==> config.mk <==
export PLATFORM = sky130hd
export DESIGN_NAME = sfr_slice_serial2_port_option_flags
export DESIGN_NICKNAME = d
export VERILOG_FILES = /design/src/core/sfr_slice_pkg.sv /design/src/core/sfr_slice_serial2_port_option_flags.sv
export VERILOG_INCLUDE_DIRS = /design/src /design/src/core
export SDC_FILE = /design/constraint.sdc
export NUM_CORES = 1
export LEC_CHECK = 0
export ABC_AREA = 1
export BUFFER_PORTS_ARGS = -buffer_cell sky130_fd_sc_hd__buf_2
export CAP_MARGIN = 0
export CORE_AREA = 3 3 90 92
export DETAILED_ROUTE_END_ITERATION = 8
export DIE_AREA = 0 0 93 95
export GPL_TIMING_DRIVEN = 0
export MAX_ROUTING_LAYER = met4
export PLACE_DENSITY = 0.78
export SLEW_MARGIN = 20
export SYNTH_ARGS = -nofsm -noshare
export SYNTH_HDL_FRONTEND = slang
export SYNTH_SLANG_ARGS = --single-unit
==> constraint.sdc <==
create_clock -name clk_i -period 1.5 [get_ports clk_i]
set_input_delay 0.15 -clock clk_i [delete_from_list [all_inputs] [get_ports clk_i]]
set_output_delay 0.15 -clock clk_i [all_outputs]
set_load 0.1 [all_outputs]
==> src/core/sfr_slice_params.svh <==
/*
  Offsets, field positions and reset values of the register slice.
  Assumes the byte-wide register port of the CPU core; no clock figures.
*/
`ifndef SFR_SLICE_PARAMS_SVH
`define SFR_SLICE_PARAMS_SVH
`define ADDR_SERIAL2_CONTROL 8'h8e
`define ADDR_SERIAL2_DATA 8'h8f
`define ADDR_PORT_ONE_DATA 8'h90
`define ADDR_PORT_ZERO_PP 8'h91
`define ADDR_PORT_ZERO_LCD 8'h92
`define ADDR_PORT_TWO_MODE 8'h93
`define ADDR_OPTION 8'h94
`define ADDR_INT_FLAGS 8'h95
`define ADDR_PORT_ONE_WAKE 8'h96
`define BIT_S2_FRAME 7
`define BIT_S2_RX_EN 4
`define BIT_S2_TX9 3
`define BIT_S2_RX9 2
`define BIT_S2_TXDONE 1
`define BIT_S2_RXDONE 0
`define BIT_SINGLE_WIRE 7
`define BIT_TOUCH_DONE 5
`define BIT_ADC_DONE 4
`define BIT_EXT2_EDGE 2
`define BIT_P1_CHANGE 1
`define BIT_T3_FLAG 0
`define FLD_WDT 5:4
`define FLD_ADC_CLK 3:2
`define FLD_MODE_ONE 3:2
`define FLD_MODE_ZERO 1:0
`define RST_PORT_ONE 8'hff
`define RST_PORT_ZERO 8'h00
`define RST_PIN_MODE 2'h1
`define RST_BYTE 8'h00
`define RST_WAKE 4'h0
`endif

==> src/core/sfr_slice_pkg.sv <==
/*
  Types shared by the register slice.
  Assumes the constants header for numeric values.
*/
package sfr_slice_pkg;
  typedef struct packed {
    logic [7:0] addr;
    logic [7:0] wdata;
    logic wr;
    logic rd;
  } bus_req_type;

  typedef struct packed {
    logic tx_start;
    logic tx_stop_begin;
    logic rx_stop_sample;
    logic rx_ninth;
    logic [7:0] rx_data;
  } serial_event_type;

  typedef struct packed {
    logic touch_done;
    logic touch_start;
    logic adc_done;
    logic adc_start;
    logic ext2_pin;
    logic ext2_isr;
    logic [3:0] port_one_pins;
    logic port_one_isr;
    logic timer3_done;
    logic timer3_isr;
  } flag_event_type;

  typedef enum logic [1:0] {
    adc_div32 = 2'h0,
    adc_div16 = 2'h1,
    adc_div8 = 2'h2,
    adc_div4 = 2'h3
  } adc_div_type;

  typedef enum logic [1:0] {
    wdt_400ms = 2'h0,
    wdt_200ms = 2'h1,
    wdt_100ms = 2'h2,
    wdt_50ms = 2'h3
  } wdt_period_type;
endpackage : sfr_slice_pkg

==> src/core/sfr_slice_serial2_port_option_flags.sv <==
/*
  Register slice 8eh..96h: second serial port control and buffer, port
  data and enables, port 2 pin modes, option bits and interrupt flags.
  Assumes a byte register port with read data one cycle after the read
  strobe, and engine event pulses synchronous to clk_i.
*/
// The address-and-strobe port was chosen for this implementation.
// Behaviour
// - Bit 7 picks 8-bit or 9-bit frames; bit 4 enables receive.
// - In 9-bit frames the transmit ninth-bit field is sent as bit nine.
// - In 9-bit frames the received ninth bit is stored in control bit 2.
// - Transmit-done bit 1 sets at stop-bit start; only software clears it.
// - Receive-done bit 0 sets at stop-bit sampling; only software clears it.
// - Buffer writes feed transmit; reads return separate receive data.
// - Each port 0 push-pull bit enables that pin's driver; resets to zero.
// - Each port 0 LCD bias bit selects half-bias output; resets to zero.
// - Port 2 pins 1 and 0 mode fields at 3:2 and 1:0, reset 01.
// - Option bit 7 puts serial port one into single-wire mode.
// - Option bits 5:4 select watchdog period 400, 200, 100 or 50 ms.
// - Option bits 3:2 divide the system clock by 32, 16, 8 or 4.
// - Touch-done bit 5 sets on completion; DFh write or new start clears.
// - ADC-done bit 4 sets on completion; EFh write or new start clears.
// - External interrupt 2 flag bit 2 sets on each falling pin edge.
// - External interrupt 2 flag clears on service entry or FBh write.
// - Change flag bit 1 sets on a pin change, gated per pin by its wake enable.
// - Port 1 change flag clears on service entry or FDh write.
// - Timer 3 flag bit 0 sets when timer 3 reaches its prescale count.
// - Four wake enables allow change detection per pin P1.0 to P1.3.
`timescale 1ns/10ps
`include "sfr_slice_params.svh"
module sfr_slice_serial2_port_option_flags (
  input wire logic clk_i,
  input wire logic reset_i,
  input wire sfr_slice_pkg::bus_req_type bus_i,
  output logic [7:0] rdata_o,
  input wire sfr_slice_pkg::serial_event_type serial2_i,
  output logic serial2_nine_bit_o,
  output logic serial2_receive_enable_o,
  output logic serial2_tx_ninth_bit_o,
  output logic [7:0] serial2_tx_data_o,
  output logic serial2_tx_load_o,
  input wire sfr_slice_pkg::flag_event_type flag_ev_i,
  output logic [7:0] port_one_data_o,
  output logic [7:0] port_zero_pushpull_enable_o,
  output logic [7:0] port_zero_lcd_bias_enable_o,
  output logic [1:0] pin_two_one_mode_o,
  output logic [1:0] pin_two_zero_mode_o,
  output logic serial1_single_wire_o,
  output sfr_slice_pkg::wdt_period_type watchdog_period_select_o,
  output sfr_slice_pkg::adc_div_type adc_clock_divider_o,
  output logic [7:0] interrupt_flags_o
);

  // Register state, one current and one next value per group.
  logic [7:0] ctrl_reg;
  logic [7:0] ctrl_next;
  logic [7:0] tx_buf_reg;
  logic [7:0] tx_buf_next;
  logic tx_load_reg;
  logic tx_load_next;
  logic [7:0] rx_buf_reg;
  logic [7:0] rx_buf_next;
  logic [7:0] p1_reg;
  logic [7:0] p1_next;
  logic [7:0] pp_reg;
  logic [7:0] pp_next;
  logic [7:0] lcd_reg;
  logic [7:0] lcd_next;
  logic [3:0] p2mode_reg;
  logic [3:0] p2mode_next;
  logic [7:0] opt_reg;
  logic [7:0] opt_next;
  logic [3:0] wake_reg;
  logic [3:0] wake_next;
  logic ext2_prev_reg;
  logic ext2_prev_next;
  logic [3:0] p1_prev_reg;
  logic [3:0] p1_prev_next;
  logic [7:0] flags_reg;
  logic [7:0] flags_next;
  logic [7:0] rdata_reg;
  logic [7:0] rdata_next;
  logic rx_accept;
  logic ext2_fall;
  logic p1_change;

  // Write strobe aimed at one register address.
  function automatic logic hit(input sfr_slice_pkg::bus_req_type b,
                               input logic [7:0] a);
    hit = b.wr && (b.addr == a);
  endfunction : hit

  // Mask kept by a flag write: a written zero clears, a written one keeps.
  function automatic logic [7:0] keep_mask(
    input sfr_slice_pkg::bus_req_type b);
    keep_mask = hit(b, `ADDR_INT_FLAGS) ? b.wdata : 8'hff;
  endfunction : keep_mask

  // Event decode shared by the control and flag groups.
  assign rx_accept = serial2_i.rx_stop_sample
                     & ctrl_reg[`BIT_S2_RX_EN];
  assign ext2_fall = ext2_prev_reg & ~flag_ev_i.ext2_pin;
  assign p1_change =
    |((p1_prev_reg ^ flag_ev_i.port_one_pins) & wake_reg);

  // Hardware sets are applied after the software write so that a set wins
  // over a zero written in the same cycle.
  always_comb begin
    ctrl_next = ctrl_reg;
    if (hit(bus_i, `ADDR_SERIAL2_CONTROL)) begin
      ctrl_next = bus_i.wdata;
    end
    if (serial2_i.tx_stop_begin) begin
      ctrl_next[`BIT_S2_TXDONE] = 1'b1;
    end
    if (rx_accept) begin
      ctrl_next[`BIT_S2_RXDONE] = 1'b1;
      if (ctrl_reg[`BIT_S2_FRAME]) begin
        ctrl_next[`BIT_S2_RX9] = serial2_i.rx_ninth;
      end
    end
  end

  always_ff @(posedge clk_i) begin
    if (reset_i) begin
      ctrl_reg <= `RST_BYTE;
    end else begin
      ctrl_reg <= ctrl_next;
    end
  end

  // A write to the data buffer feeds the transmit side only; the strobe
  // tells the shifter that a new byte is waiting.
  always_comb begin
    tx_buf_next = tx_buf_reg;
    tx_load_next = 1'b0;
    if (hit(bus_i, `ADDR_SERIAL2_DATA)) begin
      tx_buf_next = bus_i.wdata;
      tx_load_next = 1'b1;
    end
  end

  always_ff @(posedge clk_i) begin
    if (reset_i) begin
      tx_buf_reg <= `RST_BYTE;
      tx_load_reg <= 1'b0;
    end else begin
      tx_buf_reg <= tx_buf_next;
      tx_load_reg <= tx_load_next;
    end
  end

  // Receive storage is separate, so a transmit write never disturbs it.
  always_comb begin
    rx_buf_next = rx_buf_reg;
    if (rx_accept) begin
      rx_buf_next = serial2_i.rx_data;
    end
  end

  always_ff @(posedge clk_i) begin
    if (reset_i) begin
      rx_buf_reg <= `RST_BYTE;
    end else begin
      rx_buf_reg <= rx_buf_next;
    end
  end

  // Port 1 output latch; sampling of the pins lives outside this slice.
  always_comb begin
    p1_next = p1_reg;
    if (hit(bus_i, `ADDR_PORT_ONE_DATA)) begin
      p1_next = bus_i.wdata;
    end
  end

  always_ff @(posedge clk_i) begin
    if (reset_i) begin
      p1_reg <= `RST_PORT_ONE;
    end else begin
      p1_reg <= p1_next;
    end
  end

  // Push-pull and LCD bias enables go straight to the port 0 pad controls.
  always_comb begin
    pp_next = pp_reg;
    if (hit(bus_i, `ADDR_PORT_ZERO_PP)) begin
      pp_next = bus_i.wdata;
    end
  end

  always_ff @(posedge clk_i) begin
    if (reset_i) begin
      pp_reg <= `RST_PORT_ZERO;
    end else begin
      pp_reg <= pp_next;
    end
  end

  always_comb begin
    lcd_next = lcd_reg;
    if (hit(bus_i, `ADDR_PORT_ZERO_LCD)) begin
      lcd_next = bus_i.wdata;
    end
  end

  always_ff @(posedge clk_i) begin
    if (reset_i) begin
      lcd_reg <= `RST_PORT_ZERO;
    end else begin
      lcd_reg <= lcd_next;
    end
  end

  // Code 11 is stored as written; the pin logic must treat it as undefined.
  always_comb begin
    p2mode_next = p2mode_reg;
    if (hit(bus_i, `ADDR_PORT_TWO_MODE)) begin
      p2mode_next = bus_i.wdata[3:0];
    end
  end

  always_ff @(posedge clk_i) begin
    if (reset_i) begin
      p2mode_reg <= {`RST_PIN_MODE, `RST_PIN_MODE};
    end else begin
      p2mode_reg <= p2mode_next;
    end
  end

  // Option bits feed the serial, watchdog and ADC clock logic elsewhere.
  always_comb begin
    opt_next = opt_reg;
    if (hit(bus_i, `ADDR_OPTION)) begin
      opt_next = bus_i.wdata;
    end
  end

  always_ff @(posedge clk_i) begin
    if (reset_i) begin
      opt_reg <= `RST_BYTE;
    end else begin
      opt_reg <= opt_next;
    end
  end

  // Wake enables sit just above the flag register, low four bits only.
  always_comb begin
    wake_next = wake_reg;
    if (hit(bus_i, `ADDR_PORT_ONE_WAKE)) begin
      wake_next = bus_i.wdata[3:0];
    end
  end

  always_ff @(posedge clk_i) begin
    if (reset_i) begin
      wake_reg <= `RST_WAKE;
    end else begin
      wake_reg <= wake_next;
    end
  end

  // History for edge detection. The interrupt pin history resets high, its
  // idle level, so that leaving reset never looks like a falling edge.
  always_comb begin
    ext2_prev_next = flag_ev_i.ext2_pin;
    p1_prev_next = flag_ev_i.port_one_pins;
  end

  always_ff @(posedge clk_i) begin
    if (reset_i) begin
      ext2_prev_reg <= 1'b1;
      p1_prev_reg <= 4'h0;
    end else begin
      ext2_prev_reg <= ext2_prev_next;
      p1_prev_reg <= p1_prev_next;
    end
  end

  // Clears from writes, starts and service entry come first and hardware
  // sets last, so an event in the same cycle as a clear is never lost.
  // Bits 7, 6 and 3 have no flag behind them and always read zero.
  always_comb begin
    flags_next = flags_reg & keep_mask(bus_i);
    flags_next[7:6] = 2'h0;
    flags_next[3] = 1'b0;
    if (flag_ev_i.touch_start) begin
      flags_next[`BIT_TOUCH_DONE] = 1'b0;
    end
    if (flag_ev_i.adc_start) begin
      flags_next[`BIT_ADC_DONE] = 1'b0;
    end
    if (flag_ev_i.ext2_isr) begin
      flags_next[`BIT_EXT2_EDGE] = 1'b0;
    end
    if (flag_ev_i.port_one_isr) begin
      flags_next[`BIT_P1_CHANGE] = 1'b0;
    end
    if (flag_ev_i.timer3_isr) begin
      flags_next[`BIT_T3_FLAG] = 1'b0;
    end
    if (flag_ev_i.touch_done) begin
      flags_next[`BIT_TOUCH_DONE] = 1'b1;
    end
    if (flag_ev_i.adc_done) begin
      flags_next[`BIT_ADC_DONE] = 1'b1;
    end
    if (ext2_fall) begin
      flags_next[`BIT_EXT2_EDGE] = 1'b1;
    end
    if (p1_change) begin
      flags_next[`BIT_P1_CHANGE] = 1'b1;
    end
    if (flag_ev_i.timer3_done) begin
      flags_next[`BIT_T3_FLAG] = 1'b1;
    end
  end

  always_ff @(posedge clk_i) begin
    if (reset_i) begin
      flags_reg <= `RST_BYTE;
    end else begin
      flags_reg <= flags_next;
    end
  end

  // Read data is registered and stands for the one cycle after the read
  // strobe; it returns to zero otherwise so stale data never lingers.
  always_comb begin
    rdata_next = 8'h00;
    if (bus_i.rd) begin
      unique case (bus_i.addr)
        `ADDR_SERIAL2_CONTROL: rdata_next = ctrl_reg;
        `ADDR_SERIAL2_DATA: rdata_next = rx_buf_reg;
        `ADDR_PORT_ONE_DATA: rdata_next = p1_reg;
        `ADDR_PORT_ZERO_PP: rdata_next = pp_reg;
        `ADDR_PORT_ZERO_LCD: rdata_next = lcd_reg;
        `ADDR_PORT_TWO_MODE: rdata_next = {4'h0, p2mode_reg};
        `ADDR_OPTION: rdata_next = opt_reg;
        `ADDR_INT_FLAGS: rdata_next = flags_reg;
        `ADDR_PORT_ONE_WAKE: rdata_next = {4'h0, wake_reg};
        default: rdata_next = 8'h00;
      endcase
    end
  end

  always_ff @(posedge clk_i) begin
    if (reset_i) begin
      rdata_reg <= `RST_BYTE;
    end else begin
      rdata_reg <= rdata_next;
    end
  end

  // Every output comes straight from a register or a gated register bit.
  assign rdata_o = rdata_reg;
  assign serial2_nine_bit_o = ctrl_reg[`BIT_S2_FRAME];
  assign serial2_receive_enable_o = ctrl_reg[`BIT_S2_RX_EN];
  // Only meaningful to the shifter in 9-bit frames.
  assign serial2_tx_ninth_bit_o = ctrl_reg[`BIT_S2_TX9]
                                  & ctrl_reg[`BIT_S2_FRAME];
  assign serial2_tx_data_o = tx_buf_reg;
  assign serial2_tx_load_o = tx_load_reg;
  assign port_one_data_o = p1_reg;
  assign port_zero_pushpull_enable_o = pp_reg;
  assign port_zero_lcd_bias_enable_o = lcd_reg;
  assign pin_two_one_mode_o = p2mode_reg[`FLD_MODE_ONE];
  assign pin_two_zero_mode_o = p2mode_reg[`FLD_MODE_ZERO];
  assign serial1_single_wire_o = opt_reg[`BIT_SINGLE_WIRE];
  assign watchdog_period_select_o =
    sfr_slice_pkg::wdt_period_type'(opt_reg[`FLD_WDT]);
  assign adc_clock_divider_o =
    sfr_slice_pkg::adc_div_type'(opt_reg[`FLD_ADC_CLK]);
  assign interrupt_flags_o = flags_reg;

endmodule : sfr_slice_serial2_port_option_flags

==> results of run 1 <==
-- synth_stat cells (3+ instances only) --
cell,instances,area [um^2]
o21ai_0,51,255
nand4_1,9,56.3
buf_6,4,45.0
nor2_1,60,225
o21ai_1,6,30.0
inv_1,64,240
a21oi_1,56,280
buf_4,7,52.6
o211ai_1,3,22.5
nand2_2,6,37.5
buf_2,5,25.0
inv_2,9,33.8
clkbuf_1,12,45.0
nand2_1,86,323
nor2_4,7,78.8
nand3_1,52,260
dfxtp_1,83,1660
-- routing by layer --
| metal | wire length, um | share of wire [%] | vias to the layer above | track usage (%) |
|---|---|---|---|---|
| met5 | 0 | 0 | - | - |
| met4 | 186 | 1.6 | 0 | 9.04 |
| met3 | 735 | 6.4 | 16 | 3.27 |
| met2 | 5430 | 47 | 144 | 43.8 |
| met1 | 5080 | 44 | 1762 | 35.0 |
| li1 | - | - | 1939 | - |
-- worst max-delay path, stage by stage, from the launching register on --
cell     delay (ps)
dfxtp_1         390
buf_4           120
buf_2           410
-- through the flow --
stage	hold WS, ps	worst slack, ps	util [%]	instances	cell area (um^2)
after floorplan	255	-16.2	-	536	3810
after global placement	344	-15.8	60.6	732	4420
after detailed placement	352	-20.8	60.6	732	4420
after CTS	0.792	68.3	63.6	751	4640
after global routing	18.4	25.8	63.6	751	4640
final	15.0	67.8	63.6	751	4640
-- worst max-delay path by stage --
stage | start | end | depth (start not counted) | slack (ps)
2_1_floorplan | ctrl_reg[7] | serial2_tx_ninth_bit_o | 2 | -20
3_3_place_gp | bus_i[16] | rdata_o[5] | 9 | -20
3_5_place_dp | bus_i[16] | rdata_o[5] | 9 | -20
4_1_cts | opt_reg[4] | watchdog_period_select_o[0] | 2 | 70
5_1_grt | ctrl_reg[7] | serial2_tx_ninth_bit_o | 3 | 30
6_report | opt_reg[4] | watchdog_period_select_o[0] | 2 | 70
-- logic make-up after synthesis --
family,Yosys count,share of synthesized area (%)
XOR/XNOR,2,0.461
flip-flops,83,43.7
buffers and inverters,104,11.9
AO/OA/AOI/OAI,117,15.7
other,1,0.0986
AND/OR/NAND/NOR,227,28.1
-- what timing repair did --
item                                    4_1_cts  5_1_grt
endpoints found under the setup margin        0        0
resized for setup                             0        0
endpoints found under the hold margin         3        0
hold buffers                                  3        0
-- report_power, final --
part	leakage (nW)	total (mW)	internal, mW	switching [mW]
clock	0.0844	1.52	0.627	0.895
combinational	1.39	0.420	0.106	0.314
sequential	0.673	2.23	2.22	0.0109
-- area by class of cell --
type	instances	share of cell area [%]
buffer	29	3.72
clock inverter	7	1.30
timing repair buffer	100	11.1
multi-input combinational	349	36.5
tap	99	2.67
sequential	83	35.9
inverter	75	6.07
clock buffer	9	2.67
==> impl_metrics.tcl, run 1 <==
set metrics [dict create \
    synth_seq_cells 83 \
    fillCellCount 691 \
    grtUsageTotal_pct 27.0 \
    htree_levels 3 \
    start_util_pct 52.1 \
    drcViolationCount 0 \
    wirelength_um 11400 \
    setup_viol_count_final 0 \
    fin_nets 692 \
    num_antenna_cells 0 \
    cts_buffers 9 \
    crit_arrival_ps 1280 \
    synth_edf_count 0 \
    syn_area_um2 3800 \
    hold_viol 0 \
    final_cell_mix "buf_2, nand2_1, dfxtp_1" \
    clk_latency_ps 360 \
    p_leak_nw 2.15 \
    rows 31 \
    layout.area.seq_um2 1660 \
    cp-end-kind "output port" \
    antenna_found_initial 0 \
    grt_pass1_vias 3586 \
    startpoint_type "register" \
    hold_end "p1_prev_reg[0]" \
    fin_setup_tns_ps 0 \
    rsz0062_at_grt "false" \
    reg2reg_depth 7 \
    yosysWarnings 0 \
    syn_avg_cell_area_um2 7.12 \
    cts_tree "yes" \
    tightest_slew_ps 607 \
    r2r_end "ctrl_reg[2]" \
    clockBufferDepth 2 \
    whs_path_depth 3 \
    relSlewSlack_pct 59.5 \
    grt-ovfl-total 0 \
    finClkSkew_ps 6.76 \
    grt_max_degree 17 \
    synth-main-ff-cell "dfxtp_1" \
    root_buffer "clkbuf_8" \
    crit_fanout 3 \
    synth-seq-area-share_pct 43.7 \
    die_w_um 93 \
    multi_input_area_um2 1690 \
    avgRoutedWirePerCell_um 15.2 \
    ir_drop_v 0.000517 \
    clkTransAtPathRegs_ps 90 \
    min-delay-start "flag_ev_i[3]" \
    gp_congestion 0.940 \
    ios 106 \
    drt_iter0_drc 334 \
    crit_required_ps 1350 \
    hold_path_class "input pin to register" \
    die-height_um 95 \
    drt_pre_antenna_iters 5 \
    synth-async-reset-ratio_pct 0 \
    cts.sink_count 83 \
    ys_types 28 \
    dp_hpwl_um 8740 \
    maxCapViolCount 0 \
    total_power_mw 4.18 \
    syn_inst 534 \
    routed_via_density 5.14 \
    final_common_cell "buf_2" \
    design.core.area_um2 7290 \
    ant_nets 0 \
    num_vias 3861 \
    status "completed" \
    maxSlewViolCount 0 \
    synthToLayoutAreaGrowth_pct 21.9 \
    rrSetupSlack_ps 420 \
    place.port_buffers 97 \
    period_share_pct 95.5 \
    drive_gt1_share_pct 24.7 \
    crit_type "register to output port" \
    r2r_start "ctrl_reg[4]" \
    powerDensity_nw_per_um2 901 \
    dieArea_um2 8840 \
    period_needed_ps 1430 \
    cts_setup_buffers 0 \
    clock.fmax_mhz 698 \
    grt_pass1_wl_um 17700 \
]
Power figures use the tool's default switching activity.
==> run 2: changes to the inputs <==
Settings changed: HOLD_SLACK_MARGIN from default to 0.06.
==> run 2 against run 1 <==
Effect of this change:
- sequential power about the same
- combinational power increased by 7.9%
- hold slack better by 50 ps
- sequential share of layout area decreased by 1.1 points
==> impl_metrics.tcl, run 2 (synthesized netlist as in run 1, its figures left out) <==
set metrics [dict create \
    grt_pass1_wl_um 18100 \
    worst-path-stages 2 \
    maxCapViolCount 0 \
    wirelength_um 11700 \
    period_needed_ps 1420 \
    hold_viol 0 \
    ir_drop_v 0.000520 \
    powerDensity_nw_per_um2 877 \
    ios 106 \
    r2r_start "ctrl_reg[4]" \
    drt_iter0_drc 368 \
    htree_levels 3 \
    cts_tree "yes" \
    grtUsageTotal_pct 27.5 \
    cp.buffers_inverters 2 \
    clk_latency_ps 360 \
    crit_fanout 3 \
    status "completed" \
    r2r_end "ctrl_reg[2]" \
    cts.sink_count 83 \
    worstSetupEndpoint "adc_clock_divider_o[1]" \
    period_share_pct 94.9 \
    clockBufferDepth 2 \
    grt_pass1_vias 3648 \
    routed_via_density 5.14 \
    hold_path_class "input pin to register" \
    finClkSkew_ps 5.54 \
    rows 31 \
    fin_setup_tns_ps 0 \
    crit_chain "buf_4 -> buf_2" \
    worstSetupStartpoint "opt_reg[3]" \
    relSlewSlack_pct 59.9 \
    p_leak_nw 2.21 \
    drive_gt1_share_pct 24.1 \
    crit_required_ps 1350 \
    tightest_slew_ps 602 \
    gp_congestion 0.940 \
    grt_max_degree 17 \
    die-height_um 95 \
    final_common_cell "buf_2" \
    fillCellCount 668 \
    crit_type "register to output port" \
    final_cell_mix "buf_2, nand2_1, dfxtp_1" \
    cp-end-kind "output port" \
    post-place-ws_ps -20.8 \
    drcViolationCount 0 \
    grt-ovfl-total 0 \
    layout.cells.non_filler 766 \
    fin_ws_ps 76.3 \
    clock.fmax_mhz 702 \
    dieArea_um2 8840 \
    reg2reg_depth 7 \
    rrSetupSlack_ps 410 \
    start_util_pct 52.1 \
    synthToLayoutAreaGrowth_pct 25.9 \
    cts_setup_buffers 0 \
    clkTransAtPathRegs_ps 90 \
    crit_arrival_ps 1270 \
    cp_slowest_cell "buf_2" \
    root_buffer "clkbuf_8" \
    slowest_delay_ps 410 \
    design.core.area_um2 7290 \
    ant_nets 0 \
    startpoint_type "register" \
    drt_pre_antenna_iters 5 \
    fin_nets 707 \
    dp_hpwl_um 8740 \
    avgRoutedWirePerCell_um 15.2 \
    rsz0062_at_grt "false" \
    setup_viol_count_final 0 \
    place.port_buffers 97 \
    dp.cells 732 \
    die_w_um 93 \
    cts_buffers 9 \
    maxSlewViolCount 0 \
    num_vias 3939 \
    antenna_found_initial 0 \
    num_antenna_cells 0 \
    critical_path.top_delay_family "buffers and inverters" \
]
## run 2: cell types whose count changed in the layout (fill, tap and decap cells not counted)
| cell | previous run | this run |
|---|---|---|
| dlygate4sd3_1 | 3 | 18 |
## run 2: power by group
| group | total, mW | switching [mW] | internal, mW |
|---|---|---|---|
| clock network | 1.51 | 0.883 | 0.626 |
| registers | 2.23 | 0.0109 | 2.22 |
| logic | 0.453 | 0.322 | 0.132 |
## run 2: metal layers
layer	track usage (%)	share of wire, %
met4	9.28	1.6
met3	3.27	6.8
met5	-	0
met2	44.9	48
met1	35.6	44
## run 2: timing repair
action,CTS,global route
setup endpoints to repair,0,0
resized for setup,0,0
endpoints found under the hold margin,16,0
hold buffers,18,0
## run 2: area by class of cell
type | count | area (um^2) | share of cell area (%)
plain buffers | 29 | 173 | 3.61
clock buffers | 9 | 124 | 2.59
clock inverters | 7 | 60.1 | 1.25
inverters | 75 | 282 | 5.88
multi-input cells | 349 | 1690 | 35.4
flip-flops and latches | 83 | 1660 | 34.8
well taps | 99 | 124 | 2.59
repair buffers | 115 | 666 | 13.9
## run 2: worst min path at each step
stage | from | to | slack [ps] | depth (start not counted)
after floorplan | flag_ev_i[8] | ext2_prev_reg | 260 | 2
after global placement | flag_ev_i[8] | ext2_prev_reg | 340 | 3
after detailed placement | flag_ev_i[8] | ext2_prev_reg | 350 | 3
after CTS | flag_ev_i[11] | interrupt_flags_o[5] | 60 | 4
after global routing | serial2_i[0] | rx_buf_reg[0] | 80 | 3
final | serial2_i[0] | rx_buf_reg[0] | 60 | 3
## run 2: worst register-to-register path, cell delays in order (launching register included)
cell	delay (ps)
dfxtp_2	370
nand2_1	70
inv_1	210
nand2_1	110
nor2_1	100
nor2_1	50
nand2_1	60
inv_1	40
## run 2: per-stage QoR
step | instance area [um^2] | power, mW | hold WS (ps) | utilization [%]
after floorplan | 3810 | 2.55 | 255 | -
after global placement | 4420 | 2.69 | 344 | 60.6
after detailed placement | 4420 | 2.70 | 352 | 60.6
after CTS | 4790 | 4.21 | 60.4 | 65.6
after global routing | 4790 | 4.34 | 79.8 | 65.6
final | 4790 | 4.20 | 64.7 | 65.6
==> run 3: changes to the inputs <==
Clock period 1.5 ns to 1.6 ns, I/O delays scaled along.
==> run 3 against run 2 <==
Effect of this change:
- total power decreased by 6.4%
- first-iteration DRC count decreased by 8.4%
- count of clock-buffer cells in the layout unchanged
- sequential share of layout area increased by 0.37 points
- worst setup slack improved by 86 ps
- register-to-register slack improved by 100 ps
- die area unchanged
- clock skew increased by 2.0 ps
- wire length decreased by 0.23%
- clock power decreased by 6%
- sequential cell count unchanged
- sequential power decreased by 6%
- critical path type unchanged
==> impl_metrics.tcl, run 3 (synthesized netlist as in run 1, its figures left out) <==
set metrics [dict create \
    status "completed" \
    critical_path.top_delay_family "buffers and inverters" \
    min-delay-start "flag_ev_i[7]" \
    hold_path_class "input pin to register" \
    start_util_pct 52.1 \
    design.core.area_um2 7290 \
    r2r_start "ctrl_reg[4]" \
    whs_path_depth 4 \
    grt_pass1_vias 3630 \
    ios 106 \
    slowest_delay_ps 410 \
    crit_chain "buf_4 -> buf_2" \
    crit_type "register to output port" \
    ir_drop_v 0.000486 \
    routed_via_density 5.19 \
    hold_viol 0 \
    final_cell_mix "buf_2, nand2_1, dfxtp_1" \
    die-height_um 95 \
    crit_required_ps 1440 \
    cts-resized-gates 0 \
    synthToLayoutAreaGrowth_pct 24.5 \
    reg2reg_depth 7 \
    clk_latency_ps 360 \
    cp_slowest_cell "buf_2" \
    rrSetupSlack_ps 510 \
    avgRoutedWirePerCell_um 15.3 \
    finClkSkew_ps 7.50 \
    drcViolationCount 0 \
    cp.buffers_inverters 2 \
    powerDensity_nw_per_um2 829 \
    gp_congestion 0.940 \
    num_antenna_cells 0 \
    grtUsageTotal_pct 27.4 \
    clockBufferDepth 2 \
    cts.sink_count 83 \
    cts_tree "yes" \
    cp-end-kind "output port" \
    period_share_pct 89.8 \
    place.port_buffers 97 \
    setup_viol_count_final 0 \
    final_common_cell "buf_2" \
    hold_end "interrupt_flags_o[2]" \
    dieArea_um2 8840 \
    tightest_slew_ps 588 \
    cts_buffers 9 \
    crit_arrival_ps 1280 \
    drive_gt1_share_pct 24.3 \
    htree_levels 3 \
    p_leak_nw 2.19 \
    wirelength_um 11600 \
    drt_pre_antenna_iters 5 \
    grt_max_degree 17 \
    maxCapViolCount 0 \
    period_needed_ps 1440 \
    rows 31 \
    maxSlewViolCount 0 \
    num_vias 3953 \
    startpoint_type "register" \
    antenna_found_initial 0 \
    fin_util_pct 64.9 \
    grt_pass1_wl_um 18000 \
    crit_fanout 3 \
    drt_iter0_drc 337 \
    relSlewSlack_pct 60.8 \
    dp_hpwl_um 8740 \
    grt-ovfl-total 0 \
    rsz0062_at_grt "false" \
    clock.fmax_mhz 696 \
    fin_setup_tns_ps 0 \
    root_buffer "clkbuf_8" \
    clkTransAtPathRegs_ps 90 \
    r2r_end "ctrl_reg[2]" \
    fin_nets 702 \
    ant_nets 0 \
    die_w_um 93 \
]
==> run 3: cell types whose count changed in the layout (fill, tap and decap cells not counted) <==
cell,before,now
dlygate4sd3_1,18,13
==> run 3: report_power, final <==
group	leakage [nW]	total, mW	switching, mW	internal (mW)
Combinational	1.43	0.415	0.299	0.115
Sequential	0.673	2.09	0.0105	2.08
Clock	0.0844	1.42	0.832	0.587
Total	2.19	3.93	1.14	2.79
==> run 3: final cells by class <==
class | instances | area (um^2)
well taps | 99 | 124
inverters | 75 | 282
plain buffers | 29 | 173
fillers | 678 | 2560
clock buffers | 9 | 124
clock inverters | 7 | 60.1
multi-input cells | 349 | 1690
flip-flops and latches | 83 | 1660
repair buffers | 110 | 616
==> run 3: worst max-delay path by stage <==
stage	from	endpoint	slack (ps)	depth (start not counted)
after detailed placement	bus_i[16]	rdata_o[5]	70	9
after global routing	ctrl_reg[7]	serial2_tx_ninth_bit_o	120	3
after global placement	bus_i[16]	rdata_o[5]	70	9
after floorplan	ctrl_reg[7]	serial2_tx_ninth_bit_o	70	2
after CTS	opt_reg[4]	watchdog_period_select_o[0]	160	2
final	opt_reg[3]	adc_clock_divider_o[1]	160	2
==> run 3: metal layers <==
layer,routed length (um),global-route usage (%)
met1,5040,35.4
met2,5560,44.5
met3,845,3.35
met4,184,9.28
met5,0,-
==> run 3: tightest hold or removal path, stage by stage <==
cell and delay [ps]:
buf_2 70, nor2_1 30, o21ai_0 60, a21oi_1 60
==> run 3: repair_timing <==
item                                   in CTS  in global routing
setup endpoints to repair                   0                  0
setup buffers                               0                  0
hold buffers                               13                  0
endpoints found under the hold margin      13                  0
==> run 3: through the flow <==
step / worst slack (ps) / area [um^2] / cells / power [mW] / hold WS (ps)
5_1_grt: 116 / 4740 / 761 / 4.06 / 81.1
4_1_cts: 158 / 4740 / 761 / 3.94 / 62.5
6_report: 163 / 4740 / 761 / 3.93 / 68.7
3_5_place_dp: 69.2 / 4420 / 732 / 2.53 / 362
3_3_place_gp: 74.2 / 4420 / 732 / 2.52 / 354
2_1_floorplan: 73.8 / 3810 / 536 / 2.39 / 265
